File: config.mk
export PLATFORM = sky130hd
export DESIGN_NAME = isx_exec
export DESIGN_NICKNAME = d
export VERILOG_FILES = /design/src/shared/isx_pkg.sv /design/src/shared/isx_mem_if.sv /design/src/verilog/isx_mem_port.sv /design/src/verilog/isx_exec.sv
export SDC_FILE = /design/constraint.sdc
export NUM_CORES = 1
export LEC_CHECK = 0
export ABC_CLOCK_PERIOD_IN_PS = 2000
export BUFFER_PORTS_ARGS = -buffer_cell sky130_fd_sc_hd__buf_4
export CAP_MARGIN = 20
export CORE_MARGIN = 2
export CORE_UTILIZATION = 40
export DETAILED_ROUTE_END_ITERATION = 6
export MAX_ROUTING_LAYER = met4
export PLACE_DENSITY = 0.75
export SYNTH_ARGS = -nofsm -noshare
export SYNTH_HDL_FRONTEND = slang
export SYNTH_SLANG_ARGS = --single-unit
File: constraint.sdc
create_clock -name clock -period 2 [get_ports clock]
set_input_delay 0 -clock clock [delete_from_list [all_inputs] [get_ports clock]]
set_output_delay 0 -clock clock [all_outputs]
set_load 0.01 [all_outputs]
File: src/shared/isx_pkg.sv
// Package of constants and types for the indexed stack instruction executer
// Function
// RQ1: Absolute-destination indexed move is two words, two cycles, 12-bit destination in word two.
// RQ2: Source address is stack pointer plus 7-bit offset; byte copied to absolute destination.
// RQ3: Program counter low and return top bytes as destination are unsupported.
// RQ4: Source on an indirect addressing register delivers zero data.
// RQ5: Relative-to-relative move: bit 7 set, second word 1111, don't-cares, 7-bit offset.
// RQ6: Both addresses are stack pointer plus their own offset, anywhere in memory.
// RQ7: Relative destination on indirect register performs no write, acts as no-operation.
// RQ8: Push literal writes literal at stack pointer, then decrements it, one cycle.
// RQ9: Subtract 6-bit literal from pointer 0 to 2, one cycle, no flags.
// RQ10: Select 11 subtracts from stack pointer then returns; two cycles, second idle.
// RQ11: Extended instructions decode only when extended set enable is high.
// RQ12: All pointer arithmetic wraps modulo 12-bit address width, flags untouched.
`default_nettype none
package isx_pkg;
	localparam int ADDR_W = 12;
	localparam int DATA_W = 8;
	localparam int WORD_W = 16;
	localparam int OFS_W = 7;
	localparam int LIT6_W = 6;
	localparam int PTR_SEL_W = 2;
	localparam int NUM_PTR = 3;
	// Opcode patterns
	localparam logic [7:0] OP_MOVE_HI = 8'heb;
	localparam logic [7:0] OP_PUSH_HI = 8'hfa;
	localparam logic [7:0] OP_SUBP_HI = 8'he9;
	localparam logic [3:0] OP_SECOND = 4'hf;
	localparam logic [1:0] SEL_RETURN = 2'h3;
	localparam logic [1:0] SEL_STACK = 2'h2;
	localparam logic [1:0] SEL_PTR0 = 2'h0;
	localparam logic [1:0] SEL_PTR1 = 2'h1;
	// Field positions
	localparam int MODE_BIT = 7;
	localparam int SEL_LSB = 6;
	// Indirect register windows, five addresses per pointer
	localparam logic [11:0] IND2_LO = 12'hfdb;
	localparam logic [11:0] IND2_HI = 12'hfdf;
	localparam logic [11:0] IND1_LO = 12'hfe3;
	localparam logic [11:0] IND1_HI = 12'hfe7;
	localparam logic [11:0] IND0_LO = 12'hfeb;
	localparam logic [11:0] IND0_HI = 12'hfef;
	localparam logic [7:0] ZERO_DATA = 8'h00;
	localparam logic [11:0] RESET_PTR = 12'h000;
	localparam logic [11:0] ONE_ADDR = 12'h001;
	typedef enum logic [2:0] {
		ISX_IDLE,
		ISX_ABS_SECOND,
		ISX_REL_SECOND,
		ISX_RET_IDLE
	} isx_state_t;

	// Indirect register range: each bank occupies five consecutive addresses
	function automatic logic isx_is_indirect(input logic [11:0] a);
		return (a >= IND2_LO && a <= IND2_HI) || (a >= IND1_LO && a <= IND1_HI) ||
			(a >= IND0_LO && a <= IND0_HI);
	endfunction

	// Stack pointer plus offset, wrapped
	function automatic logic [11:0] isx_index(input logic [11:0] sp, input logic [6:0] ofs);
		return 12'(sp + {5'h00, ofs});
	endfunction
endpackage
`default_nettype wire

File: src/shared/isx_mem_if.sv
// Interface carrying the data memory port between decoder and memory stage
`timescale 1ns/10ps
`default_nettype none
interface isx_mem_if;
	logic rd_en;
	logic [11:0] rd_addr;
	logic [7:0] rd_data;
	logic wr_en;
	logic [11:0] wr_addr;
	logic [7:0] wr_data;
	modport ctrl (output rd_en, output rd_addr, input rd_data, output wr_en, output wr_addr,
		output wr_data);
	modport port (input rd_en, input rd_addr, output rd_data, input wr_en, input wr_addr,
		input wr_data);
endinterface
`default_nettype wire

File: src/verilog/isx_mem_port.sv
// Memory stage: registers the memory strobes and masks indirect source reads
`timescale 1ns/10ps
`default_nettype none
module isx_mem_port (
	input wire logic clock,
	input wire logic rst_n,
	isx_mem_if.port mif,
	input wire logic [7:0] mem_rd_data,
	output logic mem_rd_en,
	output logic [11:0] mem_rd_addr,
	output logic mem_wr_en,
	output logic [11:0] mem_wr_addr,
	output logic [7:0] mem_wr_data
);
	wire src_indirect;
	assign src_indirect = isx_pkg::isx_is_indirect(mif.rd_addr);
	// Indirect source is not read here; isx_exec substitutes the zero byte
	assign mif.rd_data = mem_rd_data; // Raw data; indirect zero byte substituted by src_zero_r in isx_exec
	// Registered memory strobes
	always_ff @(posedge clock or negedge rst_n) begin
		if (!rst_n) begin
			mem_rd_en <= 1'b0;
			mem_rd_addr <= isx_pkg::RESET_PTR;
			mem_wr_en <= 1'b0;
			mem_wr_addr <= isx_pkg::RESET_PTR;
			mem_wr_data <= isx_pkg::ZERO_DATA;
		end else begin
			mem_rd_en <= mif.rd_en && !src_indirect; // [RQ4]
			mem_rd_addr <= mif.rd_addr;
			mem_wr_en <= mif.wr_en;
			mem_wr_addr <= mif.wr_addr;
			mem_wr_data <= mif.wr_data;
		end
	end
endmodule // isx_mem_port
`default_nettype wire

File: src/verilog/isx_exec.sv
// Decode and execution of indexed moves, literal push and pointer subtraction
`timescale 1ns/10ps
`default_nettype none
module isx_exec (
	input wire logic clock,
	input wire logic rst_n,
	input wire logic extended_set_enable,
	input wire logic instr_valid,
	input wire logic [15:0] instr_word,
	input wire logic [7:0] mem_rd_data,
	input wire logic [11:0] ptr0_in,
	input wire logic [11:0] ptr1_in,
	input wire logic [11:0] stack_pointer_reg,
	output logic busy,
	output logic instr_taken,
	output logic mem_rd_en,
	output logic [11:0] mem_rd_addr,
	output logic mem_wr_en,
	output logic [11:0] mem_wr_addr,
	output logic [7:0] mem_wr_data,
	output logic ptr_wr_en,
	output logic [1:0] ptr_wr_sel,
	output logic [11:0] ptr_wr_data,
	output logic return_pop
);
	isx_mem_if mif ();
	isx_pkg::isx_state_t state_r, state_nxt;
	logic [11:0] src_addr_r;
	logic src_zero_r;
	logic busy_r;
	logic taken_r;
	logic pwe_r;
	logic [1:0] psel_r;
	logic [11:0] pdata_r;
	logic pop_r;
	logic [7:0] rd_hold_r;
	logic [11:0] wr_addr_c;
	logic wr_en_c;
	logic [7:0] wr_data_c;
	logic rd_en_c;
	logic [11:0] rd_addr_c;
	logic pwe_c;
	logic [1:0] psel_c;
	logic [11:0] pdata_c;

	// Field decode of the incoming word
	wire [7:0] op_hi = instr_word[15:8];
	wire [6:0] ofs = instr_word[6:0];
	wire [5:0] lit6 = instr_word[5:0];
	wire [1:0] sel = instr_word[7:6];
	wire [7:0] lit8 = instr_word[7:0];
	wire go = instr_valid && extended_set_enable; // [RQ11]
	wire idle = (state_r == isx_pkg::ISX_IDLE);
	wire dec_move = go && idle && op_hi == isx_pkg::OP_MOVE_HI;
	wire dec_abs = dec_move && !instr_word[isx_pkg::MODE_BIT]; // [RQ1]
	wire dec_rel = dec_move && instr_word[isx_pkg::MODE_BIT]; // [RQ5]
	wire dec_push = go && idle && op_hi == isx_pkg::OP_PUSH_HI; // [RQ8]
	wire dec_subp = go && idle && op_hi == isx_pkg::OP_SUBP_HI; // [RQ9]
	wire second_ok = instr_valid && instr_word[15:12] == isx_pkg::OP_SECOND;
	wire [11:0] src_c = isx_pkg::isx_index(stack_pointer_reg, ofs); // [RQ2] [RQ6]
	wire [11:0] rel_dst = isx_pkg::isx_index(stack_pointer_reg, ofs); // [RQ6]
	wire [11:0] abs_dst = instr_word[11:0]; // [RQ1] Full 000h to FFFh reach
	wire [7:0] src_live = mem_rd_en ? mif.rd_data : rd_hold_r; // Held if second word is late
	wire [7:0] src_data = src_zero_r ? isx_pkg::ZERO_DATA : src_live; // [RQ4]
	wire [11:0] sel_ptr = (sel == isx_pkg::SEL_PTR0) ? ptr0_in :
		(sel == isx_pkg::SEL_PTR1) ? ptr1_in : stack_pointer_reg;
	wire [11:0] sub_res = 12'(sel_ptr - {6'h00, lit6}); // [RQ12] [RQ9]
	wire [11:0] push_dec = 12'(stack_pointer_reg - isx_pkg::ONE_ADDR); // [RQ12]

	// Next-state and strobe selection
	always_comb begin
		state_nxt = state_r;
		rd_en_c = 1'b0;
		rd_addr_c = src_c;
		wr_en_c = 1'b0;
		wr_addr_c = isx_pkg::RESET_PTR;
		wr_data_c = isx_pkg::ZERO_DATA;
		pwe_c = 1'b0;
		psel_c = isx_pkg::SEL_STACK;
		pdata_c = sub_res;
		unique case (state_r)
			isx_pkg::ISX_IDLE: begin
				if (dec_abs) begin
					rd_en_c = 1'b1;
					state_nxt = isx_pkg::ISX_ABS_SECOND; // [RQ1]
				end else if (dec_rel) begin
					rd_en_c = 1'b1;
					state_nxt = isx_pkg::ISX_REL_SECOND; // [RQ5]
				end else if (dec_push) begin
					wr_en_c = 1'b1; // [RQ8] Literal at old pointer
					wr_addr_c = stack_pointer_reg;
					wr_data_c = lit8;
					pwe_c = 1'b1;
					pdata_c = push_dec;
				end else if (dec_subp) begin
					pwe_c = 1'b1; // [RQ9] No flags touched
					psel_c = (sel == isx_pkg::SEL_RETURN) ? isx_pkg::SEL_STACK : sel;
					if (sel == isx_pkg::SEL_RETURN) begin
						state_nxt = isx_pkg::ISX_RET_IDLE; // [RQ10]
					end
				end
			end
			isx_pkg::ISX_ABS_SECOND: begin
				if (second_ok) begin
					wr_en_c = 1'b1; // [RQ2] [RQ3] Special destinations not guarded
					wr_addr_c = abs_dst;
					wr_data_c = src_data;
					state_nxt = isx_pkg::ISX_IDLE;
				end
			end
			isx_pkg::ISX_REL_SECOND: begin
				if (second_ok) begin
					wr_en_c = !isx_pkg::isx_is_indirect(rel_dst); // [RQ7]
					wr_addr_c = rel_dst;
					wr_data_c = src_data;
					state_nxt = isx_pkg::ISX_IDLE;
				end
			end
			isx_pkg::ISX_RET_IDLE: begin
				state_nxt = isx_pkg::ISX_IDLE; // [RQ10] Second cycle idle
			end
			default: begin
				state_nxt = isx_pkg::ISX_IDLE;
			end
		endcase
	end

	assign mif.rd_en = rd_en_c;
	assign mif.rd_addr = rd_addr_c;
	assign mif.wr_en = wr_en_c;
	assign mif.wr_addr = wr_addr_c;
	assign mif.wr_data = wr_data_c;

	isx_mem_port u_mem (
		.clock(clock),
		.rst_n(rst_n),
		.mif(mif),
		.mem_rd_data(mem_rd_data),
		.mem_rd_en(mem_rd_en),
		.mem_rd_addr(mem_rd_addr),
		.mem_wr_en(mem_wr_en),
		.mem_wr_addr(mem_wr_addr),
		.mem_wr_data(mem_wr_data)
	);

	// State and source-zero capture
	always_ff @(posedge clock or negedge rst_n) begin
		if (!rst_n) begin
			state_r <= isx_pkg::ISX_IDLE;
			src_zero_r <= 1'b0;
			src_addr_r <= isx_pkg::RESET_PTR;
		end else begin
			state_r <= state_nxt;
			if (rd_en_c) begin
				src_zero_r <= isx_pkg::isx_is_indirect(src_c); // [RQ4]
				src_addr_r <= src_c;
			end
		end
	end

	// Source byte kept while the second word is late
	always_ff @(posedge clock or negedge rst_n) begin
		if (!rst_n) begin
			rd_hold_r <= isx_pkg::ZERO_DATA;
		end else if (mem_rd_en) begin
			rd_hold_r <= mif.rd_data; // [RQ2]
		end
	end

	// Registered pointer, return and status outputs
	always_ff @(posedge clock or negedge rst_n) begin
		if (!rst_n) begin
			pwe_r <= 1'b0;
			psel_r <= isx_pkg::SEL_STACK;
			pdata_r <= isx_pkg::RESET_PTR;
			pop_r <= 1'b0;
			busy_r <= 1'b0;
			taken_r <= 1'b0;
		end else begin
			pwe_r <= pwe_c;
			psel_r <= psel_c;
			pdata_r <= pdata_c;
			pop_r <= dec_subp && sel == isx_pkg::SEL_RETURN; // [RQ10]
			busy_r <= state_nxt != isx_pkg::ISX_IDLE;
			taken_r <= dec_abs || dec_rel || dec_push || dec_subp;
		end
	end

	assign busy = busy_r;
	assign instr_taken = taken_r;
	assign ptr_wr_en = pwe_r;
	assign ptr_wr_sel = psel_r;
	assign ptr_wr_data = pdata_r;
	assign return_pop = pop_r;
endmodule // isx_exec
`default_nettype wire

==> reports/metrics.yaml, run 1 <==
global_routing:
  grt_max_degree: 65
  grt_pass1_wl_mm: 18.1
  antenna_found_initial: 0
  track_usage_pct: 24.1
  first_global_vias: 3815
  overflow: 0
logic_synthesis:
  synth_area_leader_cell: "dfrtp_1"
  synth_area_leaders: "dfrtp_1 (43%), mux2i_1 (5.8%), nand2_1 (5.1%)"
  synthTopCellsByCount: "dfrtp_1 (63), nand2_1 (49), o21ai_0 (26)"
  synth_top_area_share_pct: 43.4
  yosys_warnings: 0
  yosysMostFrequentCell: "dfrtp_1"
  synth-edff-count: 0
  synth_area_um2: 3630
  avgSynthCellArea_um2: 9.48
  synth_cell_types: 58
  synth_cells: 383
  async_flop_share_pct: 100
  yosysSeqAreaShare_pct: 44.2
  synthesis.nets: 463
  ys.flop_type: "dfrtp_1"
  yosys_register_bits: 64
critical_path:
  path_max_fanout: 5
  cp-end-kind: "flop"
  ff2ff_setup_slack_ns: 0.11
  r2r-start: "state_r[2]$_DFF_PN0_"
  crit_type: "flop to flop"
  worst_ep_required_time_ns: 2.28
  r2r_end: "busy$_DFF_PN0_"
  cp.arrival_ns: 2.18
  r2r_cells: 6
  critPathLaunchType: "flop"
clock_tree:
  cts-root-buf: "clkbuf_8"
  clkSinkCount: 64
  cts_tree: "yes"
  cts_buffers: 9
  cts_max_path_buffers: 2
  htree_levels: 3
  clk_latency_ns: 0.35
  path_clk_slew_ns: 0.08
hold_path:
  hold_path_depth: 2
  min_path_type: "input pin to flop"
  whs_endpoint: "u_mem.mem_rd_addr[1]$_DFF_PN0_"
  hold_start: "stack_pointer_reg[1]"
sta:
  setup_ws_ns: 0.107
  finClkSkew_ns: 0.0138
  period_share_pct: 94.7
  holdWs_ns: 0.0163
  slew_headroom_pct: 45.9
  finalCriticalPeriod_ns: 1.89
  slew_violations: 0
  finalHoldViolations: 0
  setup_viol: 0
  tightestPinTransition_ns: 0.812
  fmax_mhz: 528
detailed_routing:
  dr.pass1.iters: 4
  drtIter0Drc: 178
  drc: 0
  wl_mm: 11.2
  num_vias: 3546
  drtAntennaViolNets: 0
  wl_per_cell_um: 16.3
  drt-vias-per-instance: 5.18
die:
  fp.dieW_um: 99.3
  coreArea_um2: 8760
  die_h_um: 99.3
  rows: 34
  ios: 116
  fp.dieArea_um2: 9850
  initial_utilization_pct: 41.4
place:
  place_congestion: 0.886
  io_buffers: 115
  dp_slack_ns: -0.309
  dpl_cell_area_um2: 5050
  dpl.cell_count: 647
  place_hpwl_mm: 8.37
finish:
  area_delta_synth_final_pct: 51.8
  num_antenna_cells: 0
  postLayoutCellArea_um2: 5510
  drive_gt1_share_pct: 37.0
  final_nets: 651
  layout.cells.non_filler: 684
status:
  status: "complete, no violations"
power:
  peakVddDrop_uv: 332
  p_per_area_nw_per_um2: 663
  p_leak_nw: 2.81
flow_run:
  maxCapViolations: 0
[worst max-delay path, stage by stage (launching register included)]
cell and delay (ns):
dfrtp_1 0.43, nor3_1 0.31, and4b_1 0.32, and4_1 0.26, o211ai_1 0.10, a21boi_0 0.27
or2_1 0.14
[through the flow]
step	power (W)	TNS, ns	util (%)
after global routing	0.00385	-0.00172	62.9
after detailed placement	0.00236	-1.49	57.6
final	0.00366	0	62.9
after global placement	0.00234	-0.825	57.6
after floorplan	0.00186	-0.103	-
after CTS	0.00366	0	62.6
[area by class of cell]
type | instances | area, um2
multi-input cells | 279 | 1920
well taps | 108 | 135
repair buffers | 199 | 1560
flip-flops and latches | 64 | 1600
clock buffers | 11 | 141
fillers | 743 | 3250
clock inverters | 5 | 81.3
inverters | 18 | 67.6
[metal layers]
| metal | up-vias | wire, um | global-route usage (%) |
|---|---|---|---|
| met3 | 14 | 680 | 4.57 |
| met1 | 1690 | 4800 | 29.8 |
| met4 | 0 | 163 | 7.69 |
| li1 | 1713 | - | - |
| met2 | 129 | 5530 | 40.1 |
| met5 | - | 0 | - |
[state kept, by name, indices dropped and copies added (netlist names)]
register and cells:
u_mem.mem_wr_data 8, src_zero_r 1, rd_hold_r 8, u_mem.mem_wr_en 1, u_mem.mem_wr_addr 12, instr_taken 1, busy 1, state_r 3
return_pop 1, ptr_wr_sel 2, u_mem.mem_rd_en 1, ptr_wr_en 1, u_mem.mem_rd_addr 12, ptr_wr_data 12
[cells by family after synthesis]
kind of cell / synth area share (%)
and+or+nand+nor: 17.2
AOI/OAI and AO/OA: 14.9
DFF: 44.2
buffers and inverters: 4.58
xor gates and xnor gates: 6.76
muxes: 6.41
adders and majority gates: 5.93
other: 0.103
[where the power goes]
group / leakage, nW / total, W / internal (W) / switching (W)
clock: 0.110 / 0.00126 / 0.000737 / 0.000526
combinational: 1.86 / 0.000977 / 0.000513 / 0.000464
sequential: 0.833 / 0.00142 / 0.00138 / 0.0000310
total: 2.81 / 0.00366 / 0.00263 / 0.00102
[layout by cell type, fill, tap and decap left out, types with 3 or more instances in the layout]
cell	instances
nor4_1	4
o21ai_1	7
o22ai_1	3
dlygate4sd3_1	21
nor2b_1	4
mux2i_1	21
nand3_1	8
ha_1	12
dfrtp_1	63
a21oi_2	4
o21ai_0	23
a22oi_1	10
a31oi_1	3
clkbuf_8	10
and3_1	3
inv_1	17
a21oi_1	13
xnor2_1	16
buf_4	177
nor2_1	25
nand2_1	49
nor3_1	9
a21o_1	5
xor2_1	12
[how the worst max path moves through the flow]
stage / start / end / slack (ns) / depth (start not counted)
after floorplan: instr_word[6] / ptr_wr_data[6]$_DFF_PN0_ / -0.04 / 14
after global placement: instr_word[0] / u_mem.mem_wr_en$_DFF_PN0_ / -0.25 / 10
after detailed placement: instr_word[0] / u_mem.mem_wr_en$_DFF_PN0_ / -0.31 / 10
after CTS: instr_word[0] / u_mem.mem_wr_en$_DFF_PN0_ / 0.03 / 10
after global routing: instr_word[3] / ptr_wr_data[8]$_DFF_PN0_ / -0.002 / 12
final: state_r[2]$_DFF_PN0_ / busy$_DFF_PN0_ / 0.11 / 6
[timing repair]
item / in CTS / in global routing
resized for setup: 0 / 7
buffers inserted: 0 / 0
hold buffers: 21 / 0
endpoints found under the setup margin: 0 / 7
endpoints found under the hold margin: 89 / 0
Note: power is estimated with default switching activity, not from simulation.
==> run 2, diff against run 1 <==
--- a/config.mk
+++ b/config.mk
@@ -5,9 +5,9 @@
 export SDC_FILE = /design/constraint.sdc
 export NUM_CORES = 1
 export LEC_CHECK = 0
-export ABC_CLOCK_PERIOD_IN_PS = 2000
 export BUFFER_PORTS_ARGS = -buffer_cell sky130_fd_sc_hd__buf_4
 export CAP_MARGIN = 20
+export CORE_ASPECT_RATIO = 0.5
 export CORE_MARGIN = 2
 export CORE_UTILIZATION = 40
 export DETAILED_ROUTE_END_ITERATION = 6
==> run 2 against run 1 <==
Clock power rose by 17%. Critical endpoint is now u_mem.mem_wr_en$_DFF_PN0_. Routed wire length down 0.22%. Non-clock buffer count is 1 lower. Power rose by 5.5%. Combinational power decreased by 1%. Via count up 1.2%. Fmax fell by 3.3%. Clock skew fell by 0.0078 ns.
==> reports/metrics.yaml, run 2 (same netlist as run 1, synthesis figures left out) <==
global_routing:
  grt_max_degree: 65
  grt_pass1_wl_mm: 17.9
  antenna_found_initial: 0
  overflow: 0
  track_usage_pct: 23.9
  first_global_vias: 3593
critical_path:
  cp.arrival_ns: 2.17
  crit_buf_inv: 1
  path_max_fanout: 4
  crit_type: "input pin to flop"
  cp-end-kind: "flop"
  path_cells: "buf_4, ha_4, fa_2, a21o_1, a221oi_4, xnor2_1, and3b_1, o311a_1, nand4_1, a211o_1"
  critPathLaunchType: "input pin"
  slowest_delay_ns: 0.36
  path_delay_family: "compound AO/OA/AOI/OAI gates"
  worst_ep_required_time_ns: 2.22
  slowest_stage: "fa_2"
detailed_routing:
  dr.pass1.iters: 5
  drc: 0
  drtAntennaViolNets: 0
  drt-vias-per-instance: 5.19
  wl_mm: 11.1
  drtIter0Drc: 335
  num_vias: 3590
  wl_per_cell_um: 16.1
clock_tree:
  cts_tree: "yes"
  clk_latency_ns: 0.33
  path_clk_slew_ns: 0.05
  cts_buffers: 9
  clkSinkCount: 64
  cts-root-buf: "clkbuf_16"
  cts_setup_buffers: 0
  htree_levels: 3
  cts_max_path_buffers: 2
sta:
  rsz0062_at_grt: "true"
  setup_viol: 0
  finClkSkew_ns: 0.00600
  finalHoldViolations: 0
  slew_violations: 0
  slew_headroom_pct: 46.2
  finalCriticalPeriod_ns: 1.96
  tightestPinTransition_ns: 0.808
  tns_ns: 0
  fmax_mhz: 511
  period_share_pct: 97.9
die:
  coreArea_um2: 8770
  ios: 116
  initial_utilization_pct: 41.4
  rows: 24
  die_h_um: 71.4
  fp.dieArea_um2: 9900
  fp.dieW_um: 139
power:
  p_leak_nw: 2.82
  p_per_area_nw_per_um2: 692
  peakVddDrop_uv: 481
place:
  io_buffers: 115
  place_hpwl_mm: 8.38
  dpl_cell_area_um2: 5060
  place_congestion: 0.925
finish:
  final_cell_mix: "buf_4 (177), dfrtp_1 (63), nand2_1 (49)"
  num_antenna_cells: 0
  layout_commonest_cell: "buf_4"
  postLayoutCellArea_um2: 5570
  fin_util_pct: 63.5
  drive_gt1_share_pct: 37.0
  area_delta_synth_final_pct: 53.5
  final_nets: 650
flow_run:
  maxCapViolations: 0
status:
  status: "complete, no violations"
hold_path:
  min_path_type: "input pin to flop"
-- run 2: cell types whose count changed in the layout (fill, tap and decap cells not counted), sizes merged --
cell         delta
clkinv          -1
dlygate4sd3     -1
inv             +1
bufinv          -2
clkinvlp        +3
clkbuf          -1
-- run 2: worst paths after layout --
| path | start | to | slack (ns) | cells after the start |
|---|---|---|---|---|
| min in group asynchronous | rst_n | u_mem.mem_wr_addr[7]$_DFF_PN0_ | 0.30 | 2 |
| max in group asynchronous | rst_n | ptr_wr_data[10]$_DFF_PN0_ | 1.16 | 2 |
| worst max register to register | state_r[0]$_DFF_PN0_ | busy$_DFF_PN0_ | 0.15 | 6 |
| worst max-delay path | stack_pointer_reg[0] | u_mem.mem_wr_en$_DFF_PN0_ | 0.04 | 10 |
| worst min register to register | rd_hold_r[7]$_DFF_PN0_ | rd_hold_r[7]$_DFF_PN0_ | 0.47 | 2 |
| worst min-delay path | instr_word[7] | return_pop$_DFF_PN0_ | 0.02 | 3 |
-- run 2: metrics by stage --
stage | hold WS, ns | std cells | total power, W | worst slack, ns
2_1_floorplan | -0.296 | 383 | 0.00186 | -0.0420
3_3_place_gp | 0.133 | 656 | 0.00234 | -0.274
3_5_place_dp | 0.138 | 656 | 0.00236 | -0.355
4_1_cts | 0.00993 | 692 | 0.00386 | 0.0179
5_1_grt | 0.0245 | 692 | 0.00401 | -0.0423
6_report | 0.0202 | 692 | 0.00386 | 0.0417
-- run 2: area by class of cell --
| class | count | area, um2 |
|---|---|---|
| clock buffers | 10 | 239 |
| multi-input cells | 279 | 1920 |
| well taps | 117 | 146 |
| fillers | 732 | 3200 |
| flip-flops and latches | 64 | 1600 |
| repair buffers | 198 | 1550 |
| clock inverters | 6 | 43.8 |
| inverters | 18 | 67.6 |
-- run 2: timing repair --
action | CTS | global route
endpoints found under the hold margin | 86 | 0
pin swaps | 0 | 2
hold buffers | 20 | 0
endpoints found under the setup margin | 1 | 6
gates resized for setup | 1 | 5
-- run 2: routing by layer --
metal	part of all wire (%)	global-route usage, %	routed length [um]
met2	47	38.7	5230
met4	1.4	8.75	154
met1	45	30.3	5000
met5	0	-	0
met3	6.8	5.01	760
-- run 2: power breakdown --
group	internal (W)	switching (W)
Sequential	0.00139	0.0000335
Combinational	0.000503	0.000463
Clock	0.000873	0.000597
-- run 2: worst min-delay path, stage by stage --
cell	delay [ns]
buf_4	0.17
nand2_1	0.09
nor3_1	0.04
